<file path="src/core/bmc_pkg.sv">
package bmc_pkg;
  localparam logic [31:0] BMC_CH0_COND_ADDR   = 32'hff200000;
  localparam logic [31:0] BMC_CH0_ACTION_ADDR = 32'hff200004;
  localparam logic [31:0] BMC_CH1_COND_ADDR   = 32'hff200020;
  localparam logic [31:0] BMC_CH1_ACTION_ADDR = 32'hff200024;
  localparam logic [31:0] BMC_CH1_DATA_ADDR   = 32'hff200030;
  localparam logic [31:0] BMC_CH1_DMASK_ADDR  = 32'hff200034;
  localparam logic [31:0] BMC_HIT_COUNT_ADDR  = 32'hff200038;
  localparam logic [31:0] BMC_FLAG_ADDR       = 32'hff200600;

  localparam logic [31:0] BMC_COND_RESET   = 32'h20000000;
  localparam logic [31:0] BMC_ACTION_RESET = 32'h00002000;
  localparam logic [31:0] BMC_COND0_MASK   = 32'hffff70f7;
  localparam logic [31:0] BMC_COND1_MASK   = 32'hfffff8f7;
  localparam logic [31:0] BMC_ACTION_MASK  = 32'h00000003;
  localparam logic [31:0] BMC_ACTION_ONES  = 32'h00002000;
  localparam logic [11:0] BMC_COUNT_RESET  = 12'h000;
  localparam logic [11:0] BMC_COUNT_LAST   = 12'h001;

  localparam int BMC_FLAG_EN    = 31;
  localparam int BMC_ASID_EN    = 30;
  localparam int BMC_FSEL_HI    = 29;
  localparam int BMC_FSEL_LO    = 24;
  localparam int BMC_ASID_HI    = 23;
  localparam int BMC_ASID_LO    = 16;
  localparam int BMC_DATA_EN    = 15;
  localparam int BMC_SIZE_HI    = 14;
  localparam int BMC_SIZE_LO    = 12;
  localparam int BMC_COUNT_EN   = 11;
  localparam int BMC_BUS_HI     = 7;
  localparam int BMC_BUS_LO     = 6;
  localparam int BMC_CYC_HI     = 5;
  localparam int BMC_CYC_LO     = 4;
  localparam int BMC_DIR_HI     = 2;
  localparam int BMC_DIR_LO     = 1;
  localparam int BMC_CHAN_EN    = 0;
  localparam int BMC_TIMING_BIT = 1;
  localparam int BMC_BREAK_BIT  = 0;

  localparam logic [5:0] BMC_FSEL_CH0 = 6'h00;
  localparam logic [5:0] BMC_FSEL_CH1 = 6'h01;
  localparam logic [1:0] BMC_CYC_FETCH = 2'h1;
  localparam logic [1:0] BMC_CYC_OPER  = 2'h2;
  localparam logic [1:0] BMC_DIR_READ  = 2'h1;
  localparam logic [1:0] BMC_DIR_WRITE = 2'h2;
  localparam logic [1:0] BMC_BUS_OPER  = 2'h0;
  localparam logic [2:0] BMC_SZ_ANY    = 3'h0;

  typedef enum logic [2:0] {
    BMC_SIZE_ANY,
    BMC_SIZE_BYTE,
    BMC_SIZE_WORD,
    BMC_SIZE_LONG,
    BMC_SIZE_QUAD
  } bmc_size_t;

  typedef enum logic [1:0] {
    BMC_OP_NORMAL,
    BMC_OP_INVALIDATE,
    BMC_OP_PREFETCH,
    BMC_OP_WRITEBACK
  } bmc_op_t;
endpackage

</file>
<file path="src/core/bmc_chan.sv">
`timescale 1ns/1ps
`default_nettype none
module bmc_chan
  import bmc_pkg::*;
#(
  parameter bit HAS_EXTRA = 1'b0
) (
  input  wire logic [31:0] cond,
  input  wire logic        sel_flag,
  input  wire logic        cyc_valid,
  input  wire logic        cyc_fetch,
  input  wire logic        cyc_write,
  input  wire logic [2:0]  cyc_size,
  input  wire logic [1:0]  cyc_bus,
  input  wire logic [7:0]  cyc_asid,
  input  wire logic [63:0] cyc_data,
  input  wire logic        cyc_nodata,
  input  wire logic [31:0] data_val,
  input  wire logic [31:0] data_mask,
  output logic             hit
);
  logic [1:0] cyc_t;
  logic [1:0] dir_t;
  logic       oper_sel;
  logic       cyc_ok;
  logic       dir_ok;
  logic       size_ok;
  logic       bus_ok;
  logic       asid_ok;
  logic       flag_ok;
  logic       data_ok;
  logic       lo_ok;
  logic       hi_ok;
  logic       fsel_ok;

  always_comb begin
    cyc_t    = cond[BMC_CYC_HI:BMC_CYC_LO];
    dir_t    = cond[BMC_DIR_HI:BMC_DIR_LO];
    cyc_ok   = cyc_fetch ? (cyc_t != BMC_CYC_OPER) : (cyc_t != BMC_CYC_FETCH); // RQ10
    oper_sel = !cyc_fetch; // RQ8
    dir_ok   = !oper_sel || (dir_t == BMC_DIR_WRITE && cyc_write)
             || (dir_t == BMC_DIR_READ && !cyc_write)
             || (dir_t != BMC_DIR_READ && dir_t != BMC_DIR_WRITE); // RQ11
    size_ok  = !oper_sel || cond[BMC_SIZE_HI:BMC_SIZE_LO] == BMC_SZ_ANY
             || cond[BMC_SIZE_HI:BMC_SIZE_LO] == cyc_size; // RQ7
    bus_ok   = !oper_sel || (cond[BMC_BUS_HI:BMC_BUS_LO] == BMC_BUS_OPER
             && cyc_bus == BMC_BUS_OPER); // RQ9
    asid_ok  = !cond[BMC_ASID_EN]
             || cond[BMC_ASID_HI:BMC_ASID_LO] == cyc_asid; // RQ2
    fsel_ok  = cond[BMC_FSEL_HI:BMC_FSEL_LO] == BMC_FSEL_CH0
             || cond[BMC_FSEL_HI:BMC_FSEL_LO] == BMC_FSEL_CH1; // RQ3
    flag_ok  = !cond[BMC_FLAG_EN] || (fsel_ok && sel_flag); // RQ1 RQ5 RQ6
    lo_ok    = ((cyc_data[31:0] ^ data_val) & ~data_mask) == 32'h00000000;
    hi_ok    = ((cyc_data[63:32] ^ data_val) & ~data_mask) == 32'h00000000;
    data_ok  = 1'b1;
    if (HAS_EXTRA && cond[BMC_DATA_EN] && oper_sel) begin // RQ13
      data_ok = !cyc_nodata && lo_ok
              && (cyc_size != BMC_SIZE_QUAD || hi_ok); // RQ15 RQ16
    end
    hit = cyc_valid && cond[BMC_CHAN_EN] && cyc_ok && dir_ok && size_ok
        && bus_ok && asid_ok && flag_ok && data_ok; // RQ12 RQ25
  end
endmodule
`default_nettype wire

</file>
<file path="src/core/bmc_top.sv">
// Summary of operation
// RQ1 - Enabled flag condition needs selected flag set.
// RQ2 - Enabled ID compare needs equal ID.
// RQ3 - Flag select picks channel 0 or 1 flag.
// RQ4 - Software sets legal flag select before enabling.
// RQ5 - Channel 0 blocked by its own clear flag.
// RQ6 - Channel 1 blocked by its own clear flag.
// RQ7 - Size field: any, byte, word, long, quad.
// RQ8 - Operand settings apply only to operand cycles.
// RQ9 - Bus select accepts only operand bus code.
// RQ10 - Cycle type selects fetch, operand or either.
// RQ11 - Direction selects read, write or either.
// RQ12 - Disabled channel never hits.
// RQ13 - Channel 1 data compare when enabled.
// RQ14 - Software sets specific size for data compare.
// RQ15 - Quadword compares both data halves.
// RQ16 - Cache ops are longword accesses without data.
// RQ17 - Count compare delays action until count reached.
// RQ18 - Reserved zero bits read zero.
// RQ19 - Action bit 13 reads one; resets 0x2000.
// RQ20 - Action register holds timing and break enable.
// RQ21 - Timing bit: fetch break before or after.
// RQ22 - Break enable gates the break request.
// RQ23 - Flags set on match; writes AND them.
// RQ24 - Count decrements per hit; break at one.
// RQ25 - Hit needs all enabled conditions together.
`timescale 1ns/1ps
`default_nettype none
module bmc_top
  import bmc_pkg::*;
(
  input  wire logic        clk_sys,
  input  wire logic        nrst,
  input  wire logic        reg_wr,
  input  wire logic        reg_rd,
  input  wire logic [31:0] reg_addr,
  input  wire logic [31:0] reg_wdata,
  output logic      [31:0] reg_rdata,
  input  wire logic        cyc_valid,
  input  wire logic        cyc_fetch,
  input  wire logic        cyc_write,
  input  wire logic [2:0]  cyc_size,
  input  wire logic [1:0]  cyc_bus,
  input  wire logic [7:0]  cyc_asid,
  input  wire logic [63:0] cyc_data,
  input  wire logic [1:0]  cyc_op,
  output logic             break_req,
  output logic             break_after,
  output logic      [1:0]  break_chan
);
  typedef struct packed {
    logic [1:0]  rst_sync;
    logic [31:0] cond0;
    logic [31:0] cond1;
    logic [1:0]  act0;
    logic [1:0]  act1;
    logic [31:0] data_val;
    logic [31:0] data_mask;
    logic [11:0] count;
    logic [1:0]  flags;
    logic [31:0] rdata;
    logic        brk;
    logic        brk_after;
    logic [1:0]  brk_chan;
  } bmc_state_t;

  bmc_state_t st_d;
  bmc_state_t st_r;
  logic       rst_n;
  logic       hit0;
  logic       hit1;
  logic       sel0;
  logic       sel1;
  logic       nodata;
  logic       eff_size_sel;
  logic [2:0] eff_size;
  logic       act1_ok;
  logic       fire0;
  logic       fire1;

  always_ff @(posedge clk_sys or negedge nrst) begin
    if (!nrst) begin
      st_r <= '0;
    end else begin
      st_r <= st_d;
    end
  end

  assign rst_n = st_r.rst_sync[1];

  // Cache maintenance ops look like longword accesses with no data phase.
  assign nodata = cyc_op != BMC_OP_NORMAL; // RQ16
  assign eff_size_sel = nodata;
  assign eff_size = eff_size_sel ? BMC_SIZE_LONG : cyc_size; // RQ16

  // Flag select codes other than the two legal ones match nothing.
  assign sel0 = st_r.cond0[BMC_FSEL_LO] ? st_r.flags[1] : st_r.flags[0]; // RQ3
  assign sel1 = st_r.cond1[BMC_FSEL_LO] ? st_r.flags[1] : st_r.flags[0]; // RQ3

  bmc_chan #(
    .HAS_EXTRA (1'b0)
  ) u_chan0 (
    .cond       (st_r.cond0),
    .sel_flag   (sel0),
    .cyc_valid  (cyc_valid),
    .cyc_fetch  (cyc_fetch),
    .cyc_write  (cyc_write),
    .cyc_size   (eff_size),
    .cyc_bus    (cyc_bus),
    .cyc_asid   (cyc_asid),
    .cyc_data   (cyc_data),
    .cyc_nodata (nodata),
    .data_val   (st_r.data_val),
    .data_mask  (st_r.data_mask),
    .hit        (hit0)
  );

  bmc_chan #(
    .HAS_EXTRA (1'b1)
  ) u_chan1 (
    .cond       (st_r.cond1),
    .sel_flag   (sel1),
    .cyc_valid  (cyc_valid),
    .cyc_fetch  (cyc_fetch),
    .cyc_write  (cyc_write),
    .cyc_size   (eff_size),
    .cyc_bus    (cyc_bus),
    .cyc_asid   (cyc_asid),
    .cyc_data   (cyc_data),
    .cyc_nodata (nodata),
    .data_val   (st_r.data_val),
    .data_mask  (st_r.data_mask),
    .hit        (hit1)
  );

  // Count compare: only the hit that finds the count at one completes.
  assign act1_ok = !st_r.cond1[BMC_COUNT_EN]
                 || st_r.count == BMC_COUNT_LAST; // RQ17 RQ24
  assign fire0 = hit0;
  assign fire1 = hit1 && act1_ok; // RQ17

  always_comb begin
    st_d = st_r;
    st_d.rst_sync = {st_r.rst_sync[0], 1'b1};
    st_d.brk = 1'b0;
    st_d.brk_chan = 2'h0;
    st_d.brk_after = 1'b0;
    if (hit1 && st_r.cond1[BMC_COUNT_EN] && st_r.count > BMC_COUNT_LAST) begin
      st_d.count = st_r.count - BMC_COUNT_LAST; // RQ24
    end
    if (reg_wr) begin
      case (reg_addr)
        BMC_CH0_COND_ADDR: begin
          st_d.cond0 = reg_wdata & BMC_COND0_MASK; // RQ18
        end
        BMC_CH1_COND_ADDR: begin
          st_d.cond1 = reg_wdata & BMC_COND1_MASK; // RQ18
        end
        BMC_CH0_ACTION_ADDR: begin
          st_d.act0 = reg_wdata[1:0]; // RQ20
        end
        BMC_CH1_ACTION_ADDR: begin
          st_d.act1 = reg_wdata[1:0]; // RQ20
        end
        BMC_CH1_DATA_ADDR: begin
          st_d.data_val = reg_wdata;
        end
        BMC_CH1_DMASK_ADDR: begin
          st_d.data_mask = reg_wdata;
        end
        BMC_HIT_COUNT_ADDR: begin
          st_d.count = reg_wdata[11:0];
        end
        BMC_FLAG_ADDR: begin
          st_d.flags = st_r.flags & reg_wdata[1:0]; // RQ23
        end
        default: begin
        end
      endcase
    end
    // Hardware set wins over a clearing write in the same cycle.
    if (fire0) begin
      st_d.flags[0] = 1'b1; // RQ23
    end
    if (fire1) begin
      st_d.flags[1] = 1'b1; // RQ23
    end
    if (fire1 && st_r.act1[BMC_BREAK_BIT]) begin
      st_d.brk = 1'b1; // RQ22
      st_d.brk_chan[1] = 1'b1;
      st_d.brk_after = cyc_fetch && st_r.act1[BMC_TIMING_BIT]; // RQ21
    end
    if (fire0 && st_r.act0[BMC_BREAK_BIT]) begin
      st_d.brk = 1'b1; // RQ22
      st_d.brk_chan[0] = 1'b1;
      st_d.brk_after = st_d.brk_after
                     || (cyc_fetch && st_r.act0[BMC_TIMING_BIT]); // RQ21
    end
    st_d.rdata = 32'h00000000;
    if (reg_rd) begin
      case (reg_addr)
        BMC_CH0_COND_ADDR: begin
          st_d.rdata = st_r.cond0;
        end
        BMC_CH1_COND_ADDR: begin
          st_d.rdata = st_r.cond1;
        end
        BMC_CH0_ACTION_ADDR: begin
          st_d.rdata = BMC_ACTION_ONES | {30'h0, st_r.act0}; // RQ19
        end
        BMC_CH1_ACTION_ADDR: begin
          st_d.rdata = BMC_ACTION_ONES | {30'h0, st_r.act1}; // RQ19
        end
        BMC_CH1_DATA_ADDR: begin
          st_d.rdata = st_r.data_val;
        end
        BMC_CH1_DMASK_ADDR: begin
          st_d.rdata = st_r.data_mask;
        end
        BMC_HIT_COUNT_ADDR: begin
          st_d.rdata = {20'h0, st_r.count}; // RQ18
        end
        BMC_FLAG_ADDR: begin
          st_d.rdata = {30'h0, st_r.flags}; // RQ18
        end
        default: begin
          st_d.rdata = 32'h00000000;
        end
      endcase
    end
    // Logic state returns to its reset values while the synced reset is low.
    if (!rst_n) begin
      st_d.cond0     = BMC_COND_RESET;
      st_d.cond1     = BMC_COND_RESET;
      st_d.act0      = BMC_ACTION_RESET[1:0];
      st_d.act1      = BMC_ACTION_RESET[1:0];
      st_d.data_val  = 32'h00000000;
      st_d.data_mask = 32'h00000000;
      st_d.count     = BMC_COUNT_RESET;
      st_d.flags     = 2'h0;
      st_d.rdata     = 32'h00000000;
      st_d.brk       = 1'b0;
      st_d.brk_after = 1'b0;
      st_d.brk_chan  = 2'h0;
    end
  end

  assign reg_rdata   = st_r.rdata;
  assign break_req   = st_r.brk;
  assign break_after = st_r.brk_after;
  assign break_chan  = st_r.brk_chan;

  a_disabled_no_flag: assert property ( // RQ12
    @(posedge clk_sys) disable iff (!rst_n)
    !st_r.cond0[BMC_CHAN_EN] && !reg_wr |=> $stable(st_r.flags[0]))
    else $error("Disabled channel 0 set its flag.");
  a_disabled_no_hit1: assert property ( // RQ12
    @(posedge clk_sys) disable iff (!rst_n)
    !st_r.cond1[BMC_CHAN_EN] |-> !hit1)
    else $error("Disabled channel 1 reported a hit.");
  a_own_flag_block0: assert property ( // RQ5
    @(posedge clk_sys) disable iff (!rst_n)
    st_r.cond0[BMC_FLAG_EN] && st_r.cond0[29:24] == BMC_FSEL_CH0
    && !st_r.flags[0] |-> !hit0)
    else $error("Channel 0 hit with its own flag clear.");
  a_own_flag_block1: assert property ( // RQ6
    @(posedge clk_sys) disable iff (!rst_n)
    st_r.cond1[BMC_FLAG_EN] && st_r.cond1[29:24] == BMC_FSEL_CH1
    && !st_r.flags[1] |-> !hit1)
    else $error("Channel 1 hit with its own flag clear.");
  a_bad_fsel_nohit: assert property ( // RQ3
    @(posedge clk_sys) disable iff (!rst_n)
    st_r.cond1[BMC_FLAG_EN] && st_r.cond1[29:24] == BMC_COND_RESET[29:24]
    |-> !hit1)
    else $error("Reserved flag select allowed a hit.");
  a_break_gated: assert property ( // RQ22
    @(posedge clk_sys) disable iff (!rst_n)
    break_req |-> $past(fire0) && $past(st_r.act0[0])
    || $past(fire1) && $past(st_r.act1[0]))
    else $error("Break without an enabled matching channel.");
  a_flag_set_hit: assert property ( // RQ23
    @(posedge clk_sys) disable iff (!rst_n)
    fire1 |=> st_r.flags[1])
    else $error("Channel 1 flag not set after match.");
  a_flag_set_hit0: assert property ( // RQ23
    @(posedge clk_sys) disable iff (!rst_n)
    fire0 |=> st_r.flags[0])
    else $error("Channel 0 flag not set after match.");
  a_count_decr: assert property ( // RQ24
    @(posedge clk_sys) disable iff (!rst_n)
    hit1 && st_r.cond1[BMC_COUNT_EN] && st_r.count > 12'h001 && !reg_wr
    |=> st_r.count == $past(st_r.count) - 12'h001
    && st_r.flags[1] == $past(st_r.flags[1]))
    else $error("Hit count did not step down by one.");
  a_count_gate: assert property ( // RQ17
    @(posedge clk_sys) disable iff (!rst_n)
    hit1 && st_r.cond1[BMC_COUNT_EN] && st_r.count != BMC_COUNT_LAST
    |=> !break_chan[1])
    else $error("Channel 1 acted before its count was reached.");
  a_action_bit13: assert property ( // RQ19
    @(posedge clk_sys) disable iff (!rst_n)
    reg_rd && reg_addr == BMC_CH0_ACTION_ADDR
    |=> reg_rdata[13] && reg_rdata[31:14] == 18'h0)
    else $error("Action register read wrong fixed bits.");
  a_after_fetch_only: assert property ( // RQ21
    @(posedge clk_sys) disable iff (!rst_n)
    break_after |-> break_req && $past(cyc_fetch))
    else $error("After-execution timing on a non-fetch break.");
  a_asid_mismatch: assert property ( // RQ2
    @(posedge clk_sys) disable iff (!rst_n)
    st_r.cond0[BMC_ASID_EN] && st_r.cond0[23:16] != cyc_asid |-> !hit0)
    else $error("Channel 0 hit with wrong ID.");
  // A cache operation carries no data, so a data condition can never hold.
  a_data_nodata: assert property ( // RQ16
    @(posedge clk_sys) disable iff (!rst_n)
    st_r.cond1[BMC_DATA_EN] && nodata && !cyc_fetch |-> !hit1)
    else $error("Data compare matched a cache operation.");
endmodule
`default_nettype wire

</file>
<file path="config.mk">
export PLATFORM = sky130hd
export DESIGN_NAME = bmc_top
export DESIGN_NICKNAME = d
export VERILOG_FILES = /design/src/core/bmc_pkg.sv /design/src/core/bmc_chan.sv /design/src/core/bmc_top.sv
export SDC_FILE = /design/constraint.sdc
export NUM_CORES = 1
export LEC_CHECK = 0
export BUFFER_PORTS_ARGS = -buffer_cell sky130_fd_sc_hd__buf_2
export CAP_MARGIN = 20
export CORE_ASPECT_RATIO = 0.8
export CORE_MARGIN = 3
export CORE_UTILIZATION = 35
export CTS_CLUSTER_SIZE = 25
export DETAILED_ROUTE_END_ITERATION = 12
export PLACE_DENSITY = 0.6
export SKIP_CTS_REPAIR_TIMING = 1
export SLEW_MARGIN = 20
export SYNTH_ARGS = -nofsm -noshare
export SYNTH_HDL_FRONTEND = slang
export SYNTH_HIERARCHICAL = 1
export SYNTH_SLANG_ARGS = --single-unit
</file>
<file path="constraint.sdc">
create_clock -name clk_sys -period 2.4 [get_ports clk_sys]
set_input_delay 0.24 -clock clk_sys [delete_from_list [all_inputs] [get_ports clk_sys]]
set_output_delay 0.24 -clock clk_sys [all_outputs]
set_load 0.01 [all_outputs]
</file>
==> impl_results.md <==
- Status: finished, violations left
- Failing checks: negative setup slack
- N_diodes: 0
- Worst EP arrival: 3.25 ns
- Global-route wire length before repair: 56500 µm
- Drc violations: 0
- Layout cells sized above 1: 31.6%
- Rel. slew slack: 57.8%
- Final core occ: 46.3%
- Min Clock Period, post-route: 2.92 ns
- Hold_sp: reg_wdata[22]
- Worst hold path class: in -> reg
- DR pass1 iterations: 5
- CTS tree: done
- Setup ws final: -0.523 ns
- CP endpoint kind: register
- Clk pwr share: 45.4%
- Cells on worst reg2reg path: 14
- Most common cell after layout, fill and taps aside: buf_2
- Worst Tran Pin Value: 0.631 ns
- Avg WL per Cell: 22.4 µm
- Worst-path maximum fanout: 5
- Clk pin slew, worst setup/hold paths: 0.07 ns
- Cell Count Post-Placement: 1647
- Clk root buf: clkbuf_16
- Core area: 0.0278 mm²
- CP most frequent cell: buf_4
- Hpwl dp: 27000 µm
- Grt total ovfl: 0
- Critical path class: reg -> reg
- Area grow syn2layout: 27.8%
- Period utilisation layout: 122%
- Final std cells w/o fill: 1679
- Syn avg cell area: 9.61 µm²
- Clock buffer count from CTS: 17
- Worst-skew pair later-pin latency: 0.45 ns
- WHS: 0.0368 ns
- Number of I/O port buffers: 185
- Initial DRC Count: 924
- Psw: 1620 µW
- Die Y: 158 µm
- FF-to-FF setup slack: -0.52 ns
- Most frequent cells in the layout: buf_2 (184), dfrtp_1 (173), nand2_1 (163)
- Final Wtd Congestion: 0.904
- Slowest CP cell: dfrtp_1
- Initial antenna violation count: 0
- Final Hold Fails: 0
- CP bufs+invs: 3
- Setup Viol. Count Final: 16
- RSZ-0062 raised after global routing: yes
- Post-Route Setup TNS: -6.86 ns
- Crit-path max cell delay: 0.39 ns
- Req. time, crit path: 2.73 ns
- P per Cell Area: 499 mW/mm²
- Hold EP: st_r[172]
- IR Drop Worst-Case VDD: 0.542 mV
- Max_cap viols: 0
- Ports: 186
- Worst R2R Start: st_r[107]
- Rows: 54
- Vias in the first global route: 9214
- Fmax: 342 MHz
- Hold path cells: 3
- Die area: 0.0309 mm²
- Reg power frac: 45.8%
- Crit-path cells: xnor2_1 > buf_4 > o22ai_1 > nor4_2 > buf_4 > nand4_1 > nand2_1 > o311a_1 > nand2_2 > nor3_2 > buf_4 > nand4b_1 > xor2_1 > a21oi_1
- Clock sink count: 174
- Nets@finish: 1460
- Startpoint Class: register
- Die X: 196 µm
- Final instance area: 0.0129 mm²
- Final Max Tran Viols: 0
- Starting Density: 36.2%
- Largest net degree at the start of global routing: 110
- Switching share of power: 25.2%
- Global-route usage over all layers: 24.2%
- Internal Power: 4810 µW
- Comb pwr share: 8.9%
- Via count: 9359
- ANT nets after route: 0
- Synth warn: 6
- Clock skew: 0.0117 ns
- Pleak: 0.00551 µW
- H-tree Lvls: 4
- Routed WL: 37500 µm
- Syn nets: 1206
- Reg-to-reg critical path endpoint: st_r[45]
- Mapped Area: 0.0101 mm²
- Post-placement cell area: 0.0122 mm²
- Synthesized instance count: 1050
- Vias/cell: 5.57
- Worst path top cell family by delay: simple AND/OR/NAND/NOR gates
- Clock buffer depth: 2
## flip-flops by register name (all words and copies together) (netlist names)
name         cells
break_chan       2
break_req        1
st_r           136
break_after      1
reg_rdata       32
rst_n            1
st_d             1
## metal layers
layer  GRT usage (%)  part of all wire, %  up-vias
li1                -                    -     4268
met1            34.0                   45     4601
met2            36.9                   44      462
met3            7.66                   10       28
met4            5.16                  1.2        0
met5               0                    0        -
## power by group through the flow
stage | sequential, µW | clock, µW | combinational, µW
after floorplan | 2990 | 0 | 209
after global placement | 3000 | 0 | 558
after detailed placement | 3000 | 0 | 557
after CTS | 2940 | 2940 | 560
after global routing | 2940 | 3060 | 614
final | 2940 | 2920 | 569
## worst reg2reg max path, stage by stage (launching register included)
cell,delay [ns]
dfrtp_1,0.39
xnor2_1,0.31
buf_4,0.18
o22ai_1,0.11
nor4_2,0.36
buf_4,0.17
nand4_1,0.14
nand2_1,0.11
o311a_1,0.26
nand2_2,0.08
nor3_2,0.11
buf_4,0.16
nand4b_1,0.13
xor2_1,0.20
a21oi_1,0.09
## final cells by class
type,instances,area [µm²]
multi-input cells,765,5240
well taps,364,455
clock inverters,10,139
clock buffers,20,447
fillers,2674,14900
inverters,14,52.6
flip-flops and latches,174,4360
repair buffers,332,2200
## metrics by stage
stage	total power (µW)	setup slack, ns
4_1_cts	6450	-0.578
2_1_floorplan	3200	-0.242
3_5_place_dp	3560	-0.614
6_report	6430	-0.523
3_3_place_gp	3560	-0.525
5_1_grt	6620	-0.594
## how the worst max path moves through the flow
stage | from | endpoint | slack [ns] | cells after the start
global placement | cyc_op[1] | st_r[48] | -0.52 | 13
CTS | st_r[107] | st_r[45] | -0.58 | 14
detailed placement | cyc_op[1] | st_r[45] | -0.61 | 15
floorplan | cyc_op[1] | st_r[47] | -0.24 | 13
global route | st_r[107] | st_r[47] | -0.59 | 14
finish | st_r[107] | st_r[45] | -0.52 | 14
(Power assumes the default switching activity.)
